`src/shared/qdc_pkg.sv`:
```
// constants and carrier types for the quad converter register bank
package qdc_pkg;
    // sizes
    localparam int NUM_CH   = 4;
    localparam int FRAME_W  = 24;
    localparam int DATA_W   = 16;
    localparam int SLEW_W   = 13;
    localparam int BITCNT_W = 5;
    localparam logic [BITCNT_W-1:0] FRAME_BITS = 5'h18;

    // register-select codes carried in the command word
    localparam logic [2:0] SEL_CODE     = 3'h0;
    localparam logic [2:0] SEL_GAIN     = 3'h2;
    localparam logic [2:0] SEL_GAIN_ALL = 3'h3;
    localparam logic [2:0] SEL_OFFS     = 3'h4;
    localparam logic [2:0] SEL_OFFS_ALL = 3'h5;
    localparam logic [2:0] SEL_CLEAR    = 3'h6;
    localparam logic [2:0] SEL_CTRL     = 3'h7;

    // control-register sub-select in the top three payload bits
    localparam logic [2:0] CSEL_SLEW = 3'h0;
    localparam logic [2:0] CSEL_MAIN = 3'h1;
    localparam logic [2:0] CSEL_CHAN = 3'h2;
    localparam logic [2:0] CSEL_CONV = 3'h3;
    localparam logic [2:0] CSEL_SOFT = 3'h4;

    // software register keys (values are arbitrary)
    localparam logic [SLEW_W-1:0] SOFT_RESET_KEY = 13'h0555;
    localparam logic [SLEW_W-1:0] SOFT_KICK_KEY  = 13'h0aaa;

    // code handling and reset values
    localparam logic [DATA_W-1:0] CODE_MASK_12 = 16'hfff0;
    localparam logic [DATA_W-1:0] CODE_MASK_16 = 16'hffff;
    localparam logic [DATA_W-1:0] CODE_RESET   = 16'h0000;
    localparam logic [DATA_W-1:0] CLEAR_RESET  = 16'h0000;
    localparam logic [DATA_W-1:0] GAIN_RESET   = 16'hffff;
    localparam logic [DATA_W-1:0] OFFS_RESET   = 16'h8000;
    localparam logic [SLEW_W-1:0] SLEW_RESET   = 13'h0000;
    localparam logic [2:0]        RANGE_0_5V   = 3'h0;

    // 24-bit command word, msb first on the wire
    typedef struct packed {
        logic              rw;
        logic [1:0]        chip_address_field;
        logic [2:0]        register_select_field;
        logic [1:0]        channel;
        logic [DATA_W-1:0] data;
    } qdc_frame_t;

    // per-channel control, payload bits 7:0
    typedef struct packed {
        logic       converter_power_enable;
        logic       output_drive_enable;
        logic       overrange_en;
        logic       clear_en;
        logic       ext_sense;
        logic [2:0] range;
    } qdc_chan_ctrl_t;

    // main control, payload bits 5:0
    typedef struct packed {
        logic [1:0] wd_timeout;
        logic       wd_en;
        logic       all_power;
        logic       all_output_drive_enable;
        logic       status_readback;
    } qdc_main_t;

    // converter control, payload bits 5:0
    typedef struct packed {
        logic [1:0] freq;
        logic [1:0] phase;
        logic [1:0] max_v;
    } qdc_conv_t;

    localparam qdc_chan_ctrl_t CHAN_RESET = '{
        converter_power_enable: 1'b0, output_drive_enable: 1'b0,
        overrange_en: 1'b0, clear_en: 1'b0, ext_sense: 1'b0,
        range: RANGE_0_5V};
    localparam qdc_main_t MAIN_RESET = '{
        wd_timeout: 2'h0, wd_en: 1'b0, all_power: 1'b0,
        all_output_drive_enable: 1'b0, status_readback: 1'b0};
    localparam qdc_conv_t CONV_RESET = '{
        freq: 2'h0, phase: 2'h0, max_v: 2'h0};
endpackage

```
`src/verilog/qdc_serial_rx.sv`:
```
// three-wire serial receiver: synchronises pins, assembles 24-bit words
`timescale 1ns/1ps
`default_nettype none
module qdc_serial_rx
    import qdc_pkg::*;
(
    // clock, reset, enable
    input  wire logic       mclk_in,
    input  wire logic       reset_in,
    input  wire logic       ce_in,
    // serial pins
    input  wire logic       sclk_in,
    input  wire logic       frame_n_in,
    input  wire logic       sdin_in,
    // assembled word
    output qdc_frame_t      frame_out,
    output logic            frame_valid_out
);
    logic [2:0]         meta;
    logic [2:0]         sync;
    logic               sclk_prev;
    logic               frame_n_prev;
    logic [FRAME_W-1:0] shift;
    logic [BITCNT_W-1:0] count;
    logic               overrun;

    // two-flop synchronisers for sclk, frame, data
    always_ff @(posedge mclk_in) begin
        if (reset_in) begin
            meta <= 3'h7;
            sync <= 3'h7;
        end else if (ce_in) begin
            meta <= {sclk_in, frame_n_in, sdin_in};
            sync <= meta;
        end
    end

    // edge history of synchronised sclk and frame
    always_ff @(posedge mclk_in) begin
        if (reset_in) begin
            sclk_prev    <= 1'b1;
            frame_n_prev <= 1'b1;
        end else if (ce_in) begin
            sclk_prev    <= sync[2];
            frame_n_prev <= sync[1];
        end
    end

    // shift on falling sclk while frame low, msb first
    always_ff @(posedge mclk_in) begin
        if (reset_in) begin
            shift   <= '0;
            count   <= '0;
            overrun <= 1'b0;
        end else if (ce_in) begin
            if (sync[1] && !frame_n_prev) begin
                count   <= '0;
                overrun <= 1'b0;
            end else if (!sync[1] && sclk_prev && !sync[2]) begin
                shift <= {shift[FRAME_W-2:0], sync[0]};
                if (count == FRAME_BITS) begin
                    overrun <= 1'b1;
                end else begin
                    count <= count + 5'h01;
                end
            end
        end
    end

    // word taken on rising frame if exactly 24 bits arrived
    always_ff @(posedge mclk_in) begin
        if (reset_in) begin
            frame_out       <= '0;
            frame_valid_out <= 1'b0;
        end else if (ce_in) begin
            frame_valid_out <= 1'b0;
            if (sync[1] && !frame_n_prev && count == FRAME_BITS
                    && !overrun) begin
                frame_out       <= qdc_frame_t'(shift);
                frame_valid_out <= 1'b1;
            end
        end
    end
endmodule
`default_nettype wire

```
`src/verilog/qdc_reg_bank.sv`:
```
// register bank and enable logic of the quad output converter
`timescale 1ns/1ps
`default_nettype none
module qdc_reg_bank
    import qdc_pkg::*;
(
    // clock, reset, enable
    input  wire logic       mclk_in,
    input  wire logic       reset_in,
    input  wire logic       ce_in,
    // serial link
    input  wire logic       sclk_in,
    input  wire logic       frame_n_in,
    input  wire logic       sdin_in,
    // straps and clear pin
    input  wire logic [1:0] chip_addr_in,
    input  wire logic       variant_12bit_in,
    input  wire logic       clear_in,
    // per-channel results
    output logic [DATA_W-1:0]   chan_code_out [NUM_CH],
    output logic [DATA_W-1:0]   chan_gain_out [NUM_CH],
    output logic [DATA_W-1:0]   chan_offset_out [NUM_CH],
    output logic [SLEW_W-1:0]   chan_slew_out [NUM_CH],
    output qdc_chan_ctrl_t      chan_ctrl_out [NUM_CH],
    output logic [NUM_CH-1:0]   drive_en_out,
    output logic [NUM_CH-1:0]   power_en_out,
    output logic [NUM_CH-1:0]   calibrate_out,
    // global settings and events
    output qdc_main_t           main_ctrl_out,
    output qdc_conv_t           conv_ctrl_out,
    output logic                wd_kick_out,
    output logic                soft_reset_out
);
    qdc_frame_t          frame;
    logic                frame_valid;
    logic [3:0]          pin_meta;
    logic [3:0]          pin_sync;
    logic                wr;
    logic                ctrl_wr;
    logic                rst_all;
    logic [DATA_W-1:0]   code_mask;
    logic [DATA_W-1:0]   wdata;
    logic [DATA_W-1:0]   clear_value [NUM_CH];

    // serial word assembly
    qdc_serial_rx u_rx (
        .mclk_in         (mclk_in),
        .reset_in        (reset_in),
        .ce_in           (ce_in),
        .sclk_in         (sclk_in),
        .frame_n_in      (frame_n_in),
        .sdin_in         (sdin_in),
        .frame_out       (frame),
        .frame_valid_out (frame_valid)
    );

    // straps and clear pin through two flops
    always_ff @(posedge mclk_in) begin
        if (reset_in) begin
            pin_meta <= 4'h0;
            pin_sync <= 4'h0;
        end else if (ce_in) begin
            pin_meta <= {chip_addr_in, variant_12bit_in, clear_in};
            pin_sync <= pin_meta;
        end
    end

    // write decode: write bit low and chip address matches
    assign wr = frame_valid && !frame.rw
                && frame.chip_address_field == pin_sync[3:2];
    assign ctrl_wr = wr && frame.register_select_field == SEL_CTRL;
    assign code_mask = pin_sync[1] ? CODE_MASK_12 : CODE_MASK_16;
    assign wdata = frame.data & code_mask;
    assign rst_all = reset_in || soft_reset_out;

    // software register: reset or watchdog kick pulse
    always_ff @(posedge mclk_in) begin
        if (reset_in) begin
            soft_reset_out <= 1'b0;
            wd_kick_out    <= 1'b0;
        end else if (ce_in) begin
            soft_reset_out <= ctrl_wr
                && frame.data[15:13] == CSEL_SOFT
                && frame.data[SLEW_W-1:0] == SOFT_RESET_KEY;
            wd_kick_out <= ctrl_wr
                && frame.data[15:13] == CSEL_SOFT
                && frame.data[SLEW_W-1:0] == SOFT_KICK_KEY;
        end
    end

    // global main and converter control
    always_ff @(posedge mclk_in) begin
        if (rst_all) begin
            main_ctrl_out <= MAIN_RESET;
            conv_ctrl_out <= CONV_RESET;
        end else if (ce_in && ctrl_wr) begin
            if (frame.data[15:13] == CSEL_MAIN) begin
                main_ctrl_out <= qdc_main_t'(frame.data[5:0]);
            end
            // kept across range changes until rewritten
            if (frame.data[15:13] == CSEL_CONV) begin
                conv_ctrl_out <= qdc_conv_t'(frame.data[5:0]);
            end
        end
    end

    // one copy of the per-channel registers for each channel
    genvar ch;
    generate
        for (ch = 0; ch < NUM_CH; ch = ch + 1) begin : g_ch
            logic hit;
            logic code_wr;
            assign hit = frame.channel == 2'(ch);
            assign code_wr = wr && hit
                && frame.register_select_field == SEL_CODE;

            // output code, clear load wins over a same-cycle write
            always_ff @(posedge mclk_in) begin
                if (rst_all) begin
                    chan_code_out[ch] <= CODE_RESET;
                    calibrate_out[ch] <= 1'b0;
                end else if (ce_in) begin
                    calibrate_out[ch] <= code_wr;
                    if (pin_sync[0] && chan_ctrl_out[ch].clear_en) begin
                        chan_code_out[ch] <= clear_value[ch];
                    end else if (code_wr) begin
                        chan_code_out[ch] <= wdata;
                    end
                end
            end

            // trim and clear registers, broadcast forms hit all
            always_ff @(posedge mclk_in) begin
                if (rst_all) begin
                    chan_gain_out[ch]   <= GAIN_RESET;
                    chan_offset_out[ch] <= OFFS_RESET;
                    clear_value[ch]     <= CLEAR_RESET;
                end else if (ce_in && wr) begin
                    if ((hit && frame.register_select_field == SEL_GAIN)
                        || frame.register_select_field == SEL_GAIN_ALL) begin
                        chan_gain_out[ch] <= wdata;
                    end
                    if ((hit && frame.register_select_field == SEL_OFFS)
                        || frame.register_select_field == SEL_OFFS_ALL) begin
                        chan_offset_out[ch] <= wdata;
                    end
                    if (hit && frame.register_select_field == SEL_CLEAR) begin
                        clear_value[ch] <= wdata;
                    end
                end
            end

            // slew rate and channel control
            always_ff @(posedge mclk_in) begin
                if (rst_all) begin
                    chan_slew_out[ch] <= SLEW_RESET;
                    chan_ctrl_out[ch] <= CHAN_RESET;
                end else if (ce_in && ctrl_wr && hit) begin
                    if (frame.data[15:13] == CSEL_SLEW) begin
                        chan_slew_out[ch] <= frame.data[SLEW_W-1:0];
                    end
                    if (frame.data[15:13] == CSEL_CHAN) begin
                        chan_ctrl_out[ch] <=
                            qdc_chan_ctrl_t'(frame.data[7:0]);
                    end
                end
            end

            // drive and supply enables, channel or global
            always_ff @(posedge mclk_in) begin
                if (rst_all) begin
                    drive_en_out[ch] <= 1'b0;
                    power_en_out[ch] <= 1'b0;
                end else if (ce_in) begin
                    drive_en_out[ch] <= chan_ctrl_out[ch].output_drive_enable
                        || main_ctrl_out.all_output_drive_enable;
                    power_en_out[ch] <=
                        chan_ctrl_out[ch].converter_power_enable
                        || main_ctrl_out.all_power;
                end
            end
        end
    endgenerate
endmodule
`default_nettype wire

```
`config.mk`:
```
export PLATFORM = sky130hd
export DESIGN_NAME = qdc_reg_bank
export DESIGN_NICKNAME = d
export VERILOG_FILES = /design/src/shared/qdc_pkg.sv /design/src/verilog/qdc_serial_rx.sv /design/src/verilog/qdc_reg_bank.sv
export SDC_FILE = /design/constraint.sdc
export NUM_CORES = 1
export LEC_CHECK = 0
export BUFFER_PORTS_ARGS = -buffer_cell sky130_fd_sc_hd__buf_2
export CAP_MARGIN = 20
export CORE_MARGIN = 10
export CORE_UTILIZATION = 39
export CTS_CLUSTER_SIZE = 10
export DETAILED_ROUTE_END_ITERATION = 7
export GPL_ROUTABILITY_DRIVEN = 0
export PLACE_DENSITY = 0.67
export SKIP_CTS_REPAIR_TIMING = 1
export SYNTH_ARGS = -nofsm -noshare
export SYNTH_HDL_FRONTEND = slang
export SYNTH_SLANG_ARGS = --single-unit
```
`constraint.sdc`:
```
create_clock -name mclk_in -period 3.55 [get_ports mclk_in]
set_input_delay 0.355 -clock mclk_in [delete_from_list [all_inputs] [get_ports mclk_in]]
set_output_delay 0.355 -clock mclk_in [all_outputs]
set_load 0.05 [all_outputs]
```
# Yosys cells after proc, flatten, opt, wreduce, memory -nomap -nowiden
# Memory sizes are Yosys's and may differ from the RTL's.
# Index checks and enable logic that the tools add are counted.
[totals]
register_bits = 373
output_inout_bits = 302
memories = 1
input_bits = 10
ram_bits = 64
[mem_list]
columns = ["memory", "depth", "width", "read_ports", "rd_ports_with_merged_regs", "write_ports", "line", "source"]
rows = [
  ["clear_value", 4, 16, 4, 0, 4, "qdc_reg_bank.sv:43", "logic [DATA_W-1:0] clear_value [NUM_CH];"],
]
[classes]
n_addsub = 1
reduce_logical = 98
eq_ne = 18
n_bitwise = 6
mux = 38
[ops]
columns = ["op", "n"]
rows = [
  ["$mux W16", 12],
  ["$reduce_and A2 Y1", 23],
  ["$logic_and A1 B1 Y1", 41],
  ["$mux W1", 22],
  ["$logic_or A1 B1 Y1", 17],
  ["$and A16 B16 Y16", 1],
  ["$eq A3 B3 Y1 const B", 5],
  ["$mux W5", 3],
  ["$eq A13 B11 Y1 const B", 1],
  ["$eq A13 B12 Y1 const B", 1],
  ["$eq A3 B2 Y1 const B", 4],
  ["$reduce_bool A2 Y1", 6],
  ["$reduce_and A3 Y1", 3],
  ["$logic_not A3 Y1", 2],
  ["$add A5 B1 Y5 const B", 1],
  ["$eq A5 B5 Y1 const B", 1],
  ["$logic_not A1 Y1", 5],
  ["$eq A2 B2 Y1 const B", 2],
  ["$mux W4", 1],
  ["$or A1 B1 Y1", 4],
  ["$eq A3 B1 Y1 const B", 1],
  ["$eq A2 B1 Y1 const B", 1],
  ["$eq A2 B2 Y1", 1],
  ["$logic_not A2 Y1", 1],
  ["2 further kinds", 2],
]

# Depth between registers and ports, before layout
[depth]
ltp_word = 8
depth_mapped = 8
mapped_depth_nobuf = 7

# By module
# Synthesis repeated with hierarchy kept, for this count alone.
[hier_totals]
cells_unflattened = 1804
hier_area_um2 = 16728.5
[by_module_without_submodules]
columns = ["mod", "cells_per_inst", "instances", "area_per_inst_um2"]
rows = [
  ["qdc_reg_bank", 1526, 1, 14413.8],
  ["qdc_serial_rx", 278, 1, 2314.7],
]

# Worst setup path after synthesis
# No wires, ideal clock.
[synth_timing]
path_type = "register to register"
startpoint = "register u_rx.frame_out[21] (netlist bit)"
endpoint = "memory clear_value[3][0] (enable)"
stages_incl_launch_ff = 5
setup_slack_ns = 0.736
path_buffers = 0
required_time_ns = 3.139
arrival_time_ns = 2.403
setup_time_ns = 0.411
path_cell_list = "dfxtp_1 > xnor2_2 > nand3_4 > or3_1 > o21ai_0"
[synth_rtl]
columns = ["item", "line", "source"]
rows = [
  ["from (decl)", "qdc_serial_rx.sv:16", "output qdc_frame_t frame_out,"],
  ["from (signal assigned)", "qdc_serial_rx.sv:79", "frame_out <= qdc_frame_t'(shift);"],
  ["to (decl)", "qdc_reg_bank.sv:43", ""],
]

# Final worst setup path
[layout_timing]
startpoint = "register u_rx.frame_out[17] (netlist bit)"
endpoint = "register chan_slew_out[15] (netlist bit)"
[layout_between]
elab_chain_len = 3
[layout_rtl]
columns = ["item", "line", "source"]
rows = [
  ["$eq A2 B2 Y1", "qdc_reg_bank.sv:113", "assign hit = frame.channel == 2'(ch);"],
  ["$logic_and A1 B1 Y1", "qdc_reg_bank.sv:158", "end else if (ce_in && ctrl_wr && hit) begin"],
  ["$reduce_and A2 Y1 (no source line)", "n/a", ""],
  ["to (signal, indexed assignment)", "qdc_reg_bank.sv:160", "chan_slew_out[ch] <= frame.data[SLEW_W-1:0];"],
  ["to (decl)", "qdc_reg_bank.sv:23", "output logic [SLEW_W-1:0] chan_slew_out [NUM_CH],"],
]
# Every way passes these cells.
# A chain may end at the register's enable or synchronous reset.

==> summary.md <==
| Metric | Value |
|---|---|
| Commonest cells post-synth | dfxtp_1 (373), a21oi_1 (257), nand2_1 (231) |
| Pleak | 7.84 nW |
| Ys Warns | 0 |
| Final Skew | 19.3 ps |
| Drt via density | 5.39 |
| Syn_area_per_cell | 9.36 um^2 |
| Hold WC Path Type | input pin to register |
| CP startpoint | u_rx.frame_out[17] |
| Min Hold Slack | 6.81 ps |
| Post-Syn Area | 0.0165 mm^2 |
| Setup tns final | 0 ps |
| Post-route DRC | 0 |
| Status | completed |
| CTS tree | yes |
| HP Start | sclk_in |
| Seq cells post-synth | 437 |
| Cells after Synth | 1767 |
| R2R Setup Slk | 830 ps |
| CP arrival | 3140 ps |
| Max-cap viol count | 0 |
| Die H | 226 um |
| Top FF cell, synth | dfxtp_1 |
| Largest net degree at the start of global routing | 130 |
| Total congestion overflow | 0 |
| Worst R2R End | chan_slew_out[15] |
| Number of enable flip-flop cells after synthesis | 64 |
| Crit. End Element | register |
| Cell depth of the worst flop-to-flop path | 5 |
| Hold EP | u_rx.meta[2] |
| Die Area | 0.0510 mm^2 |
| H-tree Lvls | 2 |
| Hpwl dp | 36200 um |
| Crit path kind | register to register |
| Rel. slew slack | 21.5% |
| Routed Antenna Nets | 0 |
| Synth cell types | 52 |
| GRT met2 Usage | 31.4% |
| Count of final hold-check violations | 0 |
| Longest Clk Path Bufs | 3 |
| Gr usage total | 19.7% |
| PD cells | 499 mW/mm^2 |
| Count leader, synth | dfxtp_1 |
| Final min period | 2720 ps |
| Syn Nets | 1779 |
| First-pass GRT wire length | 78900 um |
| CTS Buf Count | 50 |
| Fill count | 3860 |
| Unrepaired setup endpoints after global routing | false |
| Synth-to-Final Area Change | 20.0% |
| Ant. Diodes | 0 |
| Final period util | 76.6% |
| Iter 0 DRT Violations | 1241 |
| Initial antenna violation count | 1 |
| Hold path depth | 2 |
| Core area | 0.0419 mm^2 |
| Final #Nets | 2012 |
| Number of global-route vias before repair | 13000 |
| Critical Path RT | 3970 ps |
| Overall Power | 9.90 mW |
| Area occupied by multi-input gates | 0.00648 mm^2 |
| Port Buffers | 311 |
| Startpoint Class | register |
| First drt pass iteration count | 5 |
| Clk sinks | 437 |
| Die Wd | 226 um |
| IO Pins | 312 |
| Gr busiest metal | met2 |
| GR Layer Usage met3 | 5.34% |
| Initial core utilization | 39.4% |
| F_max | 0.368 GHz |
| Clock-pin slew on the worst setup and hold paths | 60 ps |
| Layout cells sized above 1 | 21.4% |
| Asr flop ratio synth | 0% |
| Setup Viol. Count Final | 0 |
| Row count | 75 |
| Reg-to-Reg Start | u_rx.frame_out[17] |
| Wirelength per Cell | 20.6 um |
| Register area | 0.00939 mm^2 |
| Register area share after synthesis | 56.8% |
| Final Max Slew Viols | 0 |
| Vias | 13800 |
| Worst-Margin Slew | 1180 ps |
| Total Wirelength | 52700 um |
| Area leader, netlist | dfxtp_1 |
| Root buf cell | clkbuf_16 |
| GRT met1 Usage | 24.9% |
| Synth area leaders | dfxtp_1 (45%), edfxtp_1 (12%), a21oi_1 (7.8%), mux2i_1 (6.3%), nand2_1 (5.2%) |
| Area share of the largest cell type after synthesis | 45.2% |
| Critical-path maximum fanout | 15 |
| VDD IR max | 0.350 mV |
| Clock insertion delay at the later pin of the skew report | 580 ps |
## power breakdown
group | internal (mW) | total, mW | switching (mW)
Combinational | 0.0481 | 0.210 | 0.162
Sequential | 5.07 | 5.09 | 0.0229
Clock | 2.68 | 4.60 | 1.92
Total | 7.80 | 9.90 | 2.10
## how the worst max path moves through the flow
stage               cells after the start  slack, ps                 to
floorplan                               4        740  clear_value[3][0]
global placement                        5       1030  chan_slew_out[28]
detailed placement                      5        980  chan_slew_out[34]
CTS                                     5        960  chan_slew_out[34]
global route                            5        590  chan_slew_out[23]
finish                                  5        830  chan_slew_out[15]
## logic make-up after synthesis
| logic type | synth area share [%] |
|---|---|
| AND/OR/NAND/NOR | 18.0 |
| flip-flops | 56.8 |
| AO/OA/AOI/OAI | 14.2 |
| buffers and inverters | 4.30 |
| multiplexers | 6.30 |
| XOR/XNOR | 0.356 |
| adder cells (fa/ha/maj) | 0.151 |
## critical path, cell delays in order (launching register included)
cell     delay, ps
dfxtp_1        490
nor2b_1        320
and2_0         760
nand3_1        670
nand2_1        220
a21oi_1         90
## layer usage
layer	up-vias	share of wire (%)
met5	-	0
li1	6568	-
met3	93	8.7
met1	6589	41
met4	0	3.3
met2	528	47
## final cells by class
| class | count | area share, % |
|---|---|---|
| Tap cell | 539 | 3.40 |
| Timing Repair Buffer | 350 | 9.49 |
| Multi-Input combinational cell | 1158 | 32.7 |
| Sequential cell | 437 | 47.3 |
| Clock inverter | 2 | 0.0505 |
| Clock buffer | 67 | 7.00 |
| Inverter | 3 | 0.0568 |
## placed cells by master (no fill, tap or decap), types with 3 or more instances in the layout
master,instances
o21ai_0,71
nand3_1,69
or2_2,5
clkbuf_16,53
a31oi_1,3
nor2_2,4
edfxtp_1,64
nand2_1,231
buf_4,36
nand2b_1,8
nand3_2,3
and2_1,20
and3_1,37
nor2b_1,21
a21oi_1,257
inv_1,3
nand4_1,6
nor4bb_1,4
nand4b_1,3
nor3_1,70
buf_2,310
dfxtp_1,373
a211oi_1,63
or3_1,3
mux2i_1,104
o21ai_1,4
nor2_1,129
clkbuf_1,13
a211o_1,8
## through the flow
stage          util (%)  instances  cell area, um^2  worst slack (ps)
2_1_floorplan         -       1767            16500               736
3_3_place_gp       43.9       2485            18400              1030
3_5_place_dp       43.9       2485            18400               983
4_1_cts            47.2       2554            19800               961
5_1_grt            47.3       2556            19800               585
6_report           47.3       2556            19800               831
## state kept, by name (all words and copies together), names as in the netlist, 4 cells and up
| name | count |
|---|---|
| chan_code_out | 64 |
| main_ctrl_out | 6 |
| chan_ctrl_out | 32 |
| drive_en_out | 4 |
| chan_slew_out | 52 |
| clear_value | 64 |
| chan_offset_out | 64 |
| u_rx.count | 5 |
| pin_meta | 4 |
| calibrate_out | 4 |
| chan_gain_out | 64 |
| pin_sync | 4 |
| u_rx.shift | 24 |
| power_en_out | 4 |
| u_rx.frame_out | 24 |
| conv_ctrl_out | 6 |
Power figures use the tool's default switching activity.
